## src/lpsc_regs.vh

```
`ifndef LPSC_REGS_VH
`define LPSC_REGS_VH
// Cycles from acknowledge response phase to stop-grant entry
`define LPSC_GRANT_DELAY     8'h14
// Cycles each voltage-ID step is held before the next one
`define LPSC_VID_STEP_CYC    8'h04
// Cycles allowed for a core-ratio change to settle
`define LPSC_RATIO_SETTLE    8'h04
// Voltage-ID code reset value and low-power code default
`define LPSC_VID_RESET       6'h20
`define LPSC_VID_LOW         6'h10
// Core ratio reset value and low-power ratio default
`define LPSC_RATIO_RESET     5'h0c
`define LPSC_RATIO_LOW       5'h06
// Highest ratio the part may run at
`define LPSC_RATIO_TOP       5'h0c
`endif

```

## src/lpsc_event_latch.v

```verilog
`timescale 1ns/1ps
`default_nettype none
// Holds one pending occurrence of each break event while servicing is held
module lpsc_event_latch #(
  parameter WIDTH = 4
) (
  // Clock and reset
  input  wire             ref_clk,
  input  wire             rst,
  // Events and control
  input  wire [WIDTH-1:0] eventIn,
  input  wire             holdOff,
  input  wire             releaseAll,
  // Pending events
  output reg  [WIDTH-1:0] pendingOut
);
  // Set wins over release so an event in the release cycle is kept
  always @(posedge ref_clk) begin
    if (rst) begin
      pendingOut <= {WIDTH{1'b0}};
    end else begin
      pendingOut <= ((releaseAll ? {WIDTH{1'b0}} : pendingOut)
                    | (holdOff ? eventIn : {WIDTH{1'b0}}));
    end
  end
endmodule
`default_nettype wire

```

## src/lpsc_vid_stepper.v

```verilog
`timescale 1ns/1ps
`default_nettype none
`include "lpsc_regs.vh"
// Walks the voltage-ID code one step per interval toward its target
module lpsc_vid_stepper #(
  parameter [7:0] STEP_CYC = `LPSC_VID_STEP_CYC
) (
  // Clock and reset
  input  wire       ref_clk,
  input  wire       rst,
  // Target
  input  wire [5:0] targetCode,
  // Output code and status
  output reg  [5:0] vidCode,
  output wire       vidSettled
);
  reg [7:0] waitReg;
  assign vidSettled = (vidCode == targetCode) && (waitReg == 8'h00);
  // One 12.5 mV code step at a time limits supply slew
  always @(posedge ref_clk) begin
    if (rst) begin
      vidCode <= `LPSC_VID_RESET;
      waitReg <= 8'h00;
    end else if (waitReg != 8'h00) begin
      waitReg <= waitReg - 8'h01;
    end else if (vidCode < targetCode) begin
      vidCode <= vidCode + 6'h01;
      waitReg <= STEP_CYC;
    end else if (vidCode > targetCode) begin
      vidCode <= vidCode - 6'h01;
      waitReg <= STEP_CYC;
    end
  end
endmodule
`default_nettype wire

```

## src/lpsc_controller.v

```verilog
`timescale 1ns/1ps
`default_nettype none
`include "lpsc_regs.vh"
// Contract
// - Halt only when every core halted
// - Halt exits on mgmt, init, local irq
// - Init while halted starts initialization
// - Handler return resumes normal or halt
// - Stop-clock in halt returns to halt
// - Snoops serviced while halted
// - Enable picks enhanced halt over halt
// - Enhanced entry: ratio down, then voltage
// - Only core clock changes, bus unchanged
// - Enhanced halt exit: voltage up, ratio
// - Same exit order for enhanced grant
// - Grant 20 clocks after acknowledge response
// - Init in grant stays until release
// - Stop-clock release returns to normal
// - Latch events in grant, service once
// - Enable picks enhanced stop-grant
// - Snoop state until serviced, then return
// - Enhanced snoop keeps low operating point
// - Package voltage is highest core request
// - Raise voltage stepwise before faster ratio
// - Slower ratio first, then lower voltage
module lpsc_controller #(
  parameter [7:0] GRANT_DELAY = `LPSC_GRANT_DELAY,
  parameter [7:0] STEP_CYC    = `LPSC_VID_STEP_CYC,
  parameter [7:0] SETTLE_CYC  = `LPSC_RATIO_SETTLE
) (
  // Clock and reset
  input  wire       ref_clk,
  input  wire       rst,
  // Core status
  input  wire [1:0] coreHalted,
  input  wire       handlerDone,
  input  wire       resumeHalt,
  // Chipset requests, from pins
  input  wire       stop_clock_request_n,
  input  wire       system_mgmt_irq_n,
  input  wire       init_request_n,
  input  wire [1:0] local_irq_pins,
  // Bus cycle status
  input  wire       ackResponse,
  input  wire       snoopSeen,
  input  wire       snoopServiced,
  // Configuration
  input  wire       enhHaltEnable,
  input  wire       enhGrantEnable,
  input  wire [4:0] lowRatio,
  input  wire [5:0] lowVid,
  // Software performance targets per core
  input  wire [4:0] perfRatio0,
  input  wire [4:0] perfRatio1,
  input  wire [5:0] perfVid0,
  input  wire [5:0] perfVid1,
  // Outputs
  output wire [8:0] powerState,
  output reg        ackCycleReq,
  output reg        initStart,
  output reg  [3:0] serviceEvents,
  output reg  [4:0] coreRatio,
  output wire [5:0] voltage_id_code,
  output wire       coreClockStopped
);
  // One-hot states
  localparam [8:0] S_NORMAL = 9'h001;
  localparam [8:0] S_HALT   = 9'h002;
  localparam [8:0] S_EHALT  = 9'h004;
  localparam [8:0] S_HSNP   = 9'h008;
  localparam [8:0] S_EHSNP  = 9'h010;
  localparam [8:0] S_GWAIT  = 9'h020;
  localparam [8:0] S_GRANT  = 9'h040;
  localparam [8:0] S_EGRANT = 9'h080;
  localparam [8:0] S_GSNP   = 9'h100;
  // Operating point sub-sequence
  localparam [3:0] P_STEADY  = 4'h1;
  localparam [3:0] P_RATIO   = 4'h2;
  localparam [3:0] P_VIDWAIT = 4'h4;
  localparam [3:0] P_SETTLE  = 4'h8;

  function [5:0] maxVid;
    input [5:0] a;
    input [5:0] b;
    begin
      maxVid = (a > b) ? a : b;
    end
  endfunction

  function [4:0] capRatio;
    input [4:0] r;
    begin
      capRatio = (r > `LPSC_RATIO_TOP) ? `LPSC_RATIO_TOP : r;
    end
  endfunction

  // Two-stage synchronisers for chipset pins
  reg [4:0] pinMeta_reg;
  reg [4:0] pinSync_reg;
  always @(posedge ref_clk) begin
    if (rst) begin
      pinMeta_reg <= 5'h0e; // Idle levels, so no false break after reset
      pinSync_reg <= 5'h0e;
    end else begin
      pinMeta_reg <= {local_irq_pins[1], init_request_n, system_mgmt_irq_n,
                      stop_clock_request_n, local_irq_pins[0]};
      pinSync_reg <= pinMeta_reg;
    end
  end
  wire stopReq   = ~pinSync_reg[1];
  wire mgmtIrq   = ~pinSync_reg[2];
  wire initReq   = ~pinSync_reg[3];
  wire [1:0] lint = {pinSync_reg[4], pinSync_reg[0]};
  wire [3:0] breakVec = {lint, initReq, mgmtIrq};
  wire anyBreak = |breakVec;

  reg [8:0] state_reg;
  reg [8:0] state_next;
  reg [7:0] grantCnt_reg;
  reg       enhGrant_reg;
  reg       fromHalt_reg;
  reg       snpEnh_reg;
  reg       smiHalt_reg;
  reg [3:0] op_reg;
  reg [7:0] settle_reg;
  reg       lowPoint_reg;
  reg [4:0] ratioTarget;
  reg [5:0] vidTarget;
  wire      vidSettled;
  wire [3:0] pending;

  assign powerState = state_reg;
  assign coreClockStopped = ~state_reg[0] & ~state_reg[5];

  wire inGrant = state_reg[6] | state_reg[7] | state_reg[8];

  // Events are held while stop-grant is active, released on normal
  lpsc_event_latch #(
    .WIDTH (4)
  ) uLatch (
    .ref_clk    (ref_clk),
    .rst        (rst),
    .eventIn    (breakVec),
    .holdOff    (inGrant),
    .releaseAll (state_reg == S_NORMAL),
    .pendingOut (pending)
  );

  lpsc_vid_stepper #(
    .STEP_CYC (STEP_CYC)
  ) uVid (
    .ref_clk    (ref_clk),
    .rst        (rst),
    .targetCode (vidTarget),
    .vidCode    (voltage_id_code),
    .vidSettled (vidSettled)
  );

  // Wanted operating point: low point in enhanced states, else perf
  wire wantLow = state_reg[2] | state_reg[4] | state_reg[7]
               | (state_reg[8] & snpEnh_reg);
  wire [4:0] perfRatio = capRatio((perfRatio0 > perfRatio1) ?
                                  perfRatio0 : perfRatio1);
  wire [5:0] perfVid = maxVid(perfVid0, perfVid1);

  // Ratio and voltage ordering; core clock only, bus clock untouched
  always @(posedge ref_clk) begin
    if (rst) begin
      op_reg       <= P_STEADY;
      coreRatio    <= `LPSC_RATIO_RESET;
      ratioTarget  <= `LPSC_RATIO_RESET;
      vidTarget    <= `LPSC_VID_RESET;
      settle_reg   <= 8'h00;
      lowPoint_reg <= 1'b0;
    end else begin
      case (op_reg)
        P_STEADY: begin
          if (wantLow && !lowPoint_reg) begin
            ratioTarget  <= lowRatio;
            lowPoint_reg <= 1'b1;
            op_reg       <= P_RATIO;
          end else if (!wantLow && lowPoint_reg) begin
            vidTarget    <= perfVid;
            ratioTarget  <= perfRatio;
            lowPoint_reg <= 1'b0;
            op_reg       <= P_VIDWAIT;
          end else if (!wantLow && perfRatio > coreRatio) begin
            vidTarget   <= perfVid;
            ratioTarget <= perfRatio;
            op_reg      <= P_VIDWAIT;
          end else if (!wantLow && perfRatio < coreRatio) begin
            ratioTarget <= perfRatio;
            op_reg      <= P_RATIO;
          end else if (!wantLow) begin
            vidTarget <= perfVid;
          end
        end
        P_RATIO: begin
          coreRatio  <= ratioTarget;
          settle_reg <= SETTLE_CYC;
          op_reg     <= P_SETTLE;
        end
        P_SETTLE: begin
          if (settle_reg != 8'h00) begin
            settle_reg <= settle_reg - 8'h01;
          end else begin
            vidTarget <= lowPoint_reg ? lowVid : perfVid;
            op_reg    <= P_STEADY;
          end
        end
        P_VIDWAIT: begin
          if (vidSettled && voltage_id_code == vidTarget) begin
            op_reg <= P_RATIO;
          end
        end
        default: op_reg <= P_STEADY;
      endcase
    end
  end

  // Next power state
  always @* begin
    state_next = state_reg;
    case (state_reg)
      S_NORMAL: begin
        if (stopReq) begin
          state_next = S_GWAIT;
        end else if (smiHalt_reg) begin
          if (handlerDone && resumeHalt && &coreHalted && !anyBreak) begin
            state_next = enhHaltEnable ? S_EHALT : S_HALT;
          end
        end else if (&coreHalted && !anyBreak) begin
          state_next = enhHaltEnable ? S_EHALT : S_HALT;
        end
      end
      S_HALT, S_EHALT: begin
        if (anyBreak) begin
          state_next = S_NORMAL;
        end else if (stopReq) begin
          state_next = S_GWAIT;
        end else if (snoopSeen) begin
          state_next = state_reg[2] ? S_EHSNP : S_HSNP;
        end
      end
      S_HSNP: begin
        if (snoopServiced) begin
          state_next = S_HALT;
        end
      end
      S_EHSNP: begin
        if (snoopServiced) begin
          state_next = S_EHALT;
        end
      end
      S_GWAIT: begin
        if (!stopReq) begin
          state_next = fromHalt_reg ? S_HALT : S_NORMAL;
        end else if (grantCnt_reg == 8'h01) begin
          state_next = enhGrant_reg ? S_EGRANT : S_GRANT;
        end
      end
      S_GRANT, S_EGRANT: begin
        if (!stopReq) begin
          state_next = fromHalt_reg ? S_HALT : S_NORMAL;
        end else if (snoopSeen) begin
          state_next = S_GSNP;
        end
      end
      S_GSNP: begin
        if (snoopServiced) begin
          state_next = snpEnh_reg ? S_EGRANT : S_GRANT;
        end
      end
      default: state_next = S_NORMAL;
    endcase
  end

  // Single state register, one transition per clock
  always @(posedge ref_clk) begin
    if (rst) begin
      state_reg <= S_NORMAL;
    end else begin
      state_reg <= state_next;
    end
  end

  // Acknowledge cycle; the response edge is the first grant delay cycle
  always @(posedge ref_clk) begin
    if (rst) begin
      ackCycleReq  <= 1'b0;
      grantCnt_reg <= 8'h00;
      enhGrant_reg <= 1'b0;
      fromHalt_reg <= 1'b0;
      snpEnh_reg   <= 1'b0;
      smiHalt_reg  <= 1'b0;
    end else begin
      if (state_reg != S_GWAIT && state_next == S_GWAIT) begin
        ackCycleReq  <= 1'b1;
        grantCnt_reg <= 8'h00;
        enhGrant_reg <= enhGrantEnable;
        fromHalt_reg <= ~state_reg[0];
      end else if (ackCycleReq && ackResponse) begin
        ackCycleReq  <= 1'b0;
        grantCnt_reg <= GRANT_DELAY - 8'h01;
      end else if (state_reg == S_GWAIT && grantCnt_reg > 8'h01) begin
        grantCnt_reg <= grantCnt_reg - 8'h01;
      end else if (state_reg != S_GWAIT) begin
        ackCycleReq <= 1'b0;
      end
      if (state_reg == S_GRANT || state_reg == S_EGRANT) begin
        snpEnh_reg <= state_reg[7];
      end
      if (state_reg[1] | state_reg[2]) begin
        smiHalt_reg <= mgmtIrq;
      end else if (handlerDone) begin
        smiHalt_reg <= 1'b0;
      end
    end
  end

  // Initialization and break servicing
  always @(posedge ref_clk) begin
    if (rst) begin
      initStart     <= 1'b0;
      serviceEvents <= 4'h0;
    end else begin
      initStart <= initReq && (state_reg[1] | state_reg[2]
                 | inGrant);
      if (state_reg == S_NORMAL) begin
        serviceEvents <= pending | breakVec;
      end else if (state_reg[1] | state_reg[2]) begin
        serviceEvents <= breakVec;
      end else begin
        serviceEvents <= 4'h0;
      end
    end
  end
endmodule
`default_nettype wire

```

## config.mk

```make
export PLATFORM = sky130hd
export DESIGN_NAME = lpsc_controller
export DESIGN_NICKNAME = d
export VERILOG_FILES = /design/src/lpsc_event_latch.v /design/src/lpsc_vid_stepper.v /design/src/lpsc_controller.v
export VERILOG_INCLUDE_DIRS = /design/src /design/src/src
export SDC_FILE = /design/constraint.sdc
export NUM_CORES = 1
export LEC_CHECK = 0
export ABC_CLOCK_PERIOD_IN_PS = 3300
export BUFFER_PORTS_ARGS = -buffer_cell sky130_fd_sc_hd__buf_2
export CAP_MARGIN = 5
export CORE_UTILIZATION = 52
export CTS_CLUSTER_SIZE = 14
export DETAILED_ROUTE_END_ITERATION = 10
export PLACE_DENSITY = 0.77
export RECOVER_POWER = 50
export SETUP_SLACK_MARGIN = 0.5
export SYNTH_ARGS = -nofsm -noshare
export SYNTH_HDL_FRONTEND = slang
export SYNTH_SLANG_ARGS = --single-unit
```

## constraint.sdc

```tcl
create_clock -name ref_clk -period 3.3 [get_ports ref_clk]
set_clock_uncertainty 0.2 [all_clocks]
set_input_delay 0.165 -clock ref_clk [delete_from_list [all_inputs] [get_ports ref_clk]]
set_output_delay 0.165 -clock ref_clk [all_outputs]
set_load 0.01 [all_outputs]
```

## After elaboration in Yosys (flattened, before gate mapping)

Cells that the tools add are included.

- Bits in registers: 84
- Input port bits: 49
- Output and inout port bits: 27

- Add/subtract/negate cells: 5
- Magnitude comparators: 8
- Reductions and logical operators: 43
- Equal/unequal tests: 25
- Mux-type cells: 63
- Bitwise logic cells: 16

Operators by type and width:

| cell | count |
|---|---|
| 2-to-1 mux 9 bit | 14 |
| one-hot mux 9 bit (7 select lines) | 1 |
| 2-to-1 mux 6 bit | 10 |
| 2-to-1 mux 8 bit | 6 |
| 2-to-1 mux 5 bit | 9 |
| 2-to-1 mux 4 bit | 10 |
| subtractor 8 x 1 -> 8 bit, second input constant | 3 |
| == test 9 x 6 -> 1 bit, second input constant | 2 |
| one-hot mux 4 bit (4 select lines) | 1 |
| one-hot mux 8 bit (2 select lines) | 1 |
| nonzero test 8 bit | 2 |
| logical AND 1 bit | 14 |
| > comparator 6 bit | 2 |
| one-hot mux 6 bit (2 select lines) | 1 |
| AND reduction 2 bit | 6 |
| nonzero test 2 bit | 6 |
| > comparator 5 bit | 2 |
| == test 9 x 1 -> 1 bit, second input constant | 1 |
| == test 9 x 2 -> 1 bit, second input constant | 1 |
| == test 9 x 3 -> 1 bit, second input constant | 1 |
| == test 9 x 4 -> 1 bit, second input constant | 1 |
| == test 9 x 5 -> 1 bit, second input constant | 1 |
| == test 9 x 7 -> 1 bit, second input constant | 1 |
| == test 9 x 8 -> 1 bit, second input constant | 1 |
| other kinds (35) | 63 |

## Logic depth before layout (Yosys ltp)

- Word-level depth: 12
- Depth in mapped cells: 15
- Depth with buffers taken out: 14

## By module

Synthesis repeated with hierarchy kept, for this count alone.

- Cell total of the unflattened synthesis: 606
- Area total of the unflattened synthesis: 5032.3 um^2

By module, submodules not included:

| module | area an instance (um^2) | instances | cells an instance |
|---|---|---|---|
| lpsc_controller | 3921.3 | 1 | 477 |
| lpsc_vid_stepper | 970.9 | 1 | 113 |
| lpsc_event_latch | 140.1 | 1 | 16 |

## Worst setup path after synthesis

No wires, ideal clock.

- Path kind: input -> register
- Start: in perfRatio1[3]
- End: reg ratioTarget[1]
- Library setup time: 116 ps
- Path buffers: 0
- Path slack: -116 ps
- Cell stages on the path: 14
- Data arrival time: 3099 ps
- Required time: 2984 ps
- Cells stage by stage: inv_1 > ha_1 > and3_1 > o21ai_0 > and2_1 > o31ai_1 > a21oi_1 > ha_1 > a21o_1 > a2111oi_0 > o21ai_0 > a21oi_1 > mux2i_1 > a41o_1

- Cells in the longest elaborated chain, start to end: 9

Ends and longest elaborated chain:

| element | RTL line | RTL |
|---|---|---|
| start: declaration | lpsc_controller.v:54 | `input wire [4:0] perfRatio1,` |
| > comparator 5 bit | lpsc_controller.v:162 | `wire [4:0] perfRatio = capRatio((perfRatio0 > perfRatio1) ?` |
| 2-to-1 mux 5 bit * | lpsc_controller.v:162 |  |
| > comparator 5 x 4 -> 1 bit (no line) | -- |  |
| 2-to-1 mux 5 bit * | lpsc_controller.v:93 | `` capRatio = (r > `LPSC_RATIO_TOP) ? `LPSC_RATIO_TOP : r; `` |
| > comparator 5 bit | lpsc_controller.v:187 | `end else if (!wantLow && perfRatio > coreRatio) begin` |
| logical AND 1 bit | lpsc_controller.v:187 |  |
| 2-to-1 mux 5 bit | lpsc_controller.v:187 |  |
| 2-to-1 mux 5 bit | lpsc_controller.v:182 | `end else if (!wantLow && lowPoint_reg) begin` |
| 2-to-1 mux 5 bit | lpsc_controller.v:178 | `if (wantLow && !lowPoint_reg) begin` |
| end signal: assignment | lpsc_controller.v:179 | `ratioTarget <= lowRatio;` |
| end signal: assignment | lpsc_controller.v:184 | `ratioTarget <= perfRatio;` |
| end signal: assignment | lpsc_controller.v:189 | `ratioTarget <= perfRatio;` |
| end: declaration | lpsc_controller.v:127 | `reg [4:0] ratioTarget;` |

Mark *: on every way between the ends. The rest lies on a longest branch, timed or not. The select of a mux whose other input is x is not followed.
A chain may end at the register's enable or synchronous reset.

## Worst setup path after layout

- Start: in perfRatio0[4]
- End: reg vidTarget[4]

- Cells in the longest elaborated chain, start to end: 10

Ends and longest elaborated chain:

| element | RTL line | RTL |
|---|---|---|
| start: declaration | lpsc_controller.v:53 | `input wire [4:0] perfRatio0,` |
| > comparator 5 bit | lpsc_controller.v:162 |  |
| 2-to-1 mux 5 bit * | lpsc_controller.v:162 |  |
| > comparator 5 x 4 -> 1 bit (no line) | -- |  |
| 2-to-1 mux 5 bit * | lpsc_controller.v:93 |  |
| > comparator 5 bit | lpsc_controller.v:187 |  |
| logical AND 1 bit | lpsc_controller.v:187 |  |
| 2-to-1 mux 6 bit | lpsc_controller.v:187 |  |
| 2-to-1 mux 6 bit | lpsc_controller.v:182 |  |
| 2-to-1 mux 6 bit | lpsc_controller.v:178 |  |
| one-hot mux 6 bit (2 select lines) | lpsc_controller.v:176 | `case (op_reg)` |
| end signal: assignment | lpsc_controller.v:183 | `vidTarget <= perfVid;` |
| end signal: assignment | lpsc_controller.v:188 | `vidTarget <= perfVid;` |
| end signal: assignment | lpsc_controller.v:195 | `vidTarget <= perfVid;` |
| end: declaration | lpsc_controller.v:128 | `reg [5:0] vidTarget;` |

Marks and branches as above.

==> flow_summary.toml <==
[finish]
layout.cells.non_filler = 801
nNetsFinal = 772
finalInstanceArea_sq_um = 6068
largest_reg_flops = 9
layout-drive-gt1-share_pct = 20.78
antenna_cells = 0
areaGrowthSynthToFinish_pct = 26.47

[placement]
placedCellCount = 750
finalWeightedCongestion = 0.8905
dp_hpwl_um = 7915
numPortBuffers = 75
placed_area_sq_um = 5434

[synthesis]
ys_types = 69
syn_area_per_cell_sq_um = 8.245
synth_top_family_by_area = "simple AND/OR/NAND/NOR gates"
synthesis.nets = 666
synth_compound_area_share_pct = 17.97
syn-cell-area_sq_um = 4798
synth-simple-area-share_pct = 24.80
synth_mux_area_share_pct = 3.546
postSynthRegisterBits = 84
synth_fa_ha_area_share_pct = 9.283
synth_cells = 582
async_reset_ff_share_pct = 0
synthFlopType = "dfxtp_1"
synth_xor_area_share_pct = 4.746
yosys_warnings = 0
synth_seq_area_share_pct = 35.05
synth-edff-count = 0

[cts]
cts.path.max_buffers = 2
clock-root-buffer = "clkbuf_8"
clk_latency_ps = 360
cts_tree = "built"
clk_pin_slew_ps = 90
cts_max_level = 3
cts_num_sinks = 84
cts_buffers = 9

[sta]
fin_tns_setup_ps = 0
rsz0062_at_grt = "yes"
setup_viol = 0
tightest_slew_ps = 2592
timing.fmax_ghz = 0.3278
slew_viol_final = 59
hold_viol_final = 0
period_share_pct = 92.45
relSlewSlack_pct = -72.82
fin_crit_ps = 3051

[setup_path]
crit_family = "compound AO/OA/AOI/OAI gates"
r2r-end = "uVid.vidCode[5]$_SDFFE_PP1P_"
path_cells = "buf_12 -> ha_4 -> and3_4 -> nand3_4 -> nor2_1 -> a31oi_1 -> o32ai_1 -> ha_1 -> nor2b_1 -> o31ai_1 -> a21oi_1 -> o21ai_1 -> buf_4 -> a211o_1 -> a21oi_1"
required_ps = 3230
ff2ff_path_depth = 12
endpoint_kind = "flip-flop"
crit_arrival_ps = 2980
cp.buffers_inverters = 2
critical_path.slowest_cell = "o32ai_1"
slowest_delay_ps = 330
crit_top_cell = "a21oi_1"
ff2ff_setup_slack_ps = 310
cp_max_fo = 10
crit_type = "in2reg"
reg2reg_from = "uVid.vidCode[1]$_SDFFE_PP0P_"
start_kind = "primary input"

[global_routing]
grt_pass1_vias = 4443
antenna_found_initial = 0
gr-total-overflow = 0
grt_start_max_net_pins = 59
grt_pass1_wl_um = 19420
grt_use_total_pct = 24.66

[min_path]
hp-class = "in2reg"
hold_start = "perfRatio1[2]"
hold_depth = 4
holdPathEnd = "ratioTarget[2]$_SDFFE_PP1P_"

[drt]
wl_per_cell_um = 14.90
num_vias = 4565
drt_iter0_drc = 194
dr.pass1.iters = 8
ant_nets = 0
routed_via_density = 5.699
drt-total-wl_um = 11940
drcViolationCount = 5

[status]
violations = "DRC, capacitance limit, slew limit"
status = "finished, violations left"

[power]
power_uw = 4181
leakagePower_uw = 0.002576
p_per_area_nw_per_um2 = 689.0
ir_drop_mv = 0.8093

[floorplanning]
die_x_um = 98.06
die_h_um = 98.06
start_util_pct = 54.23
pin_count = 76
core_area_sq_um = 8848
dieArea_sq_um = 9616
rows = 34

[flow_run]
maxCapViolCount = 1
-- per-layer routing --
| metal | wire [um] | global-route usage [%] | part of all wire (%) | up-vias |
|---|---|---|---|---|
| met1 | 5041 | 28.79 | 42 | 2101 |
| met3 | 700 | 5.870 | 5.9 | 32 |
| met4 | 297 | 8.392 | 2.5 | 0 |
| met2 | 5894 | 44.04 | 49 | 160 |
| li1 | - | - | - | 2272 |
| met5 | 0 | 0 | 0 | - |
-- cells by family (layout without fill, tap and decap cells) --
logic type,after synthesis,after routing
AOI/OAI and AO/OA,132,132
xor gates and xnor gates,26,26
adders and majority gates,35,35
buffers and inverters,57,168
DFF,84,84
muxes,17,17
other,1,1
and+or+nand+nor,230,230
-- layout by cell type, fill, tap and decap left out, types with 3 or more instances in the layout --
cell type,synthesis,final
mux2i_1,17,17
xor2_1,11,11
or3_1,9,9
buf_2,3,46
a211oi_1,6,5
nand4_1,7,7
clkbuf_8,0,9
ha_1,34,24
nor2_1,87,87
dlygate4sd3_1,0,19
nor4_1,6,7
a21o_1,6,6
a21oi_2,0,4
inv_2,0,3
nand3_1,14,12
o21ai_1,2,4
buf_4,0,18
o211ai_1,3,3
nor3_1,18,16
o21ai_0,20,16
inv_4,0,3
buf_6,0,4
nor4b_1,4,4
a31oi_1,10,10
dfxtp_1,84,82
a21oi_1,49,43
a211o_1,11,11
xnor2_1,15,15
a22oi_1,4,4
or2_2,9,9
nor2b_1,8,7
inv_1,36,30
clkbuf_1,16,27
nand2b_1,4,4
o21ai_2,1,3
nand2_1,39,39
ha_4,0,10
-- worst max-delay path by stage --
stage,end,slack [ps],startpoint,cells after the start
2_1_floorplan,ratioTarget[1]$_SDFFE_PP0P_,310,perfRatio1[4],14
3_3_place_gp,op_reg[2]$_SDFFE_PP0P_,50,perfRatio1[4],15
3_5_place_dp,ratioTarget[3]$_SDFFE_PP1P_,-60,perfRatio1[4],16
4_1_cts,op_reg[2]$_SDFFE_PP0P_,490,perfRatio1[4],15
5_1_grt,vidTarget[1]$_SDFFE_PP0P_,100,perfRatio0[4],15
6_report,vidTarget[4]$_SDFFE_PP0P_,250,perfRatio0[4],15
-- where the power goes --
group          switching [uW]  internal [uW]  leakage [uW]
registers                 155           1160      0.000685
logic                    1060           1060       0.00180
clock network             394            358     0.0000954
-- final cells by class --
type	count	area (sq um)
Tap cell	108	135.1
Clock buffer	10	127.6
Fill cell	724	2780
Inverter	37	156.4
Multi-Input combinational cell	441	3156
Sequential cell	84	1684
Clock inverter	6	71.32
Timing Repair Buffer	115	738.2
-- worst min-delay path: stages --
cell and delay (ps):
buf_6 100, inv_4 60, a211o_1 120, a31oi_1 70
-- cell usage after synthesis, types with 10 or more instances --
master,count,area (sq um)
inv_1,36,135.1
dfxtp_1,84,1682
a211o_1,11,96.34
nand2_1,39,146.4
a21oi_1,49,245.2
ha_1,34,425.4
xnor2_1,15,131.4
o21ai_0,20,100.1
nor2_1,87,326.6
clkbuf_1,16,60.06
nor3_1,18,90.09
nand3_1,14,70.07
mux2i_1,17,170.2
a31oi_1,10,62.56
xor2_1,11,96.34
-- metrics by stage --
stage | hold slack [ps] | utilization (%) | setup WS [ps]
2_1_floorplan | 68.81 | - | 314.6
3_3_place_gp | 147.6 | 61.41 | 52.55
3_5_place_dp | 150.3 | 61.41 | -59.91
4_1_cts | 1.167 | 67.45 | 489.9
5_1_grt | 17.41 | 68.58 | 98.97
6_report | 13.02 | 68.58 | 249.3
-- repair_timing --
item | CTS | global route
hold buffers | 19 | 0
buffers inserted | 8 | 8
endpoints found under the setup margin | 14 | 14
hold endpoints to repair | 24 | 0
pin swaps | 8 | 8
gates resized for setup | 18 | 27
Power figures use the tool's default switching activity.
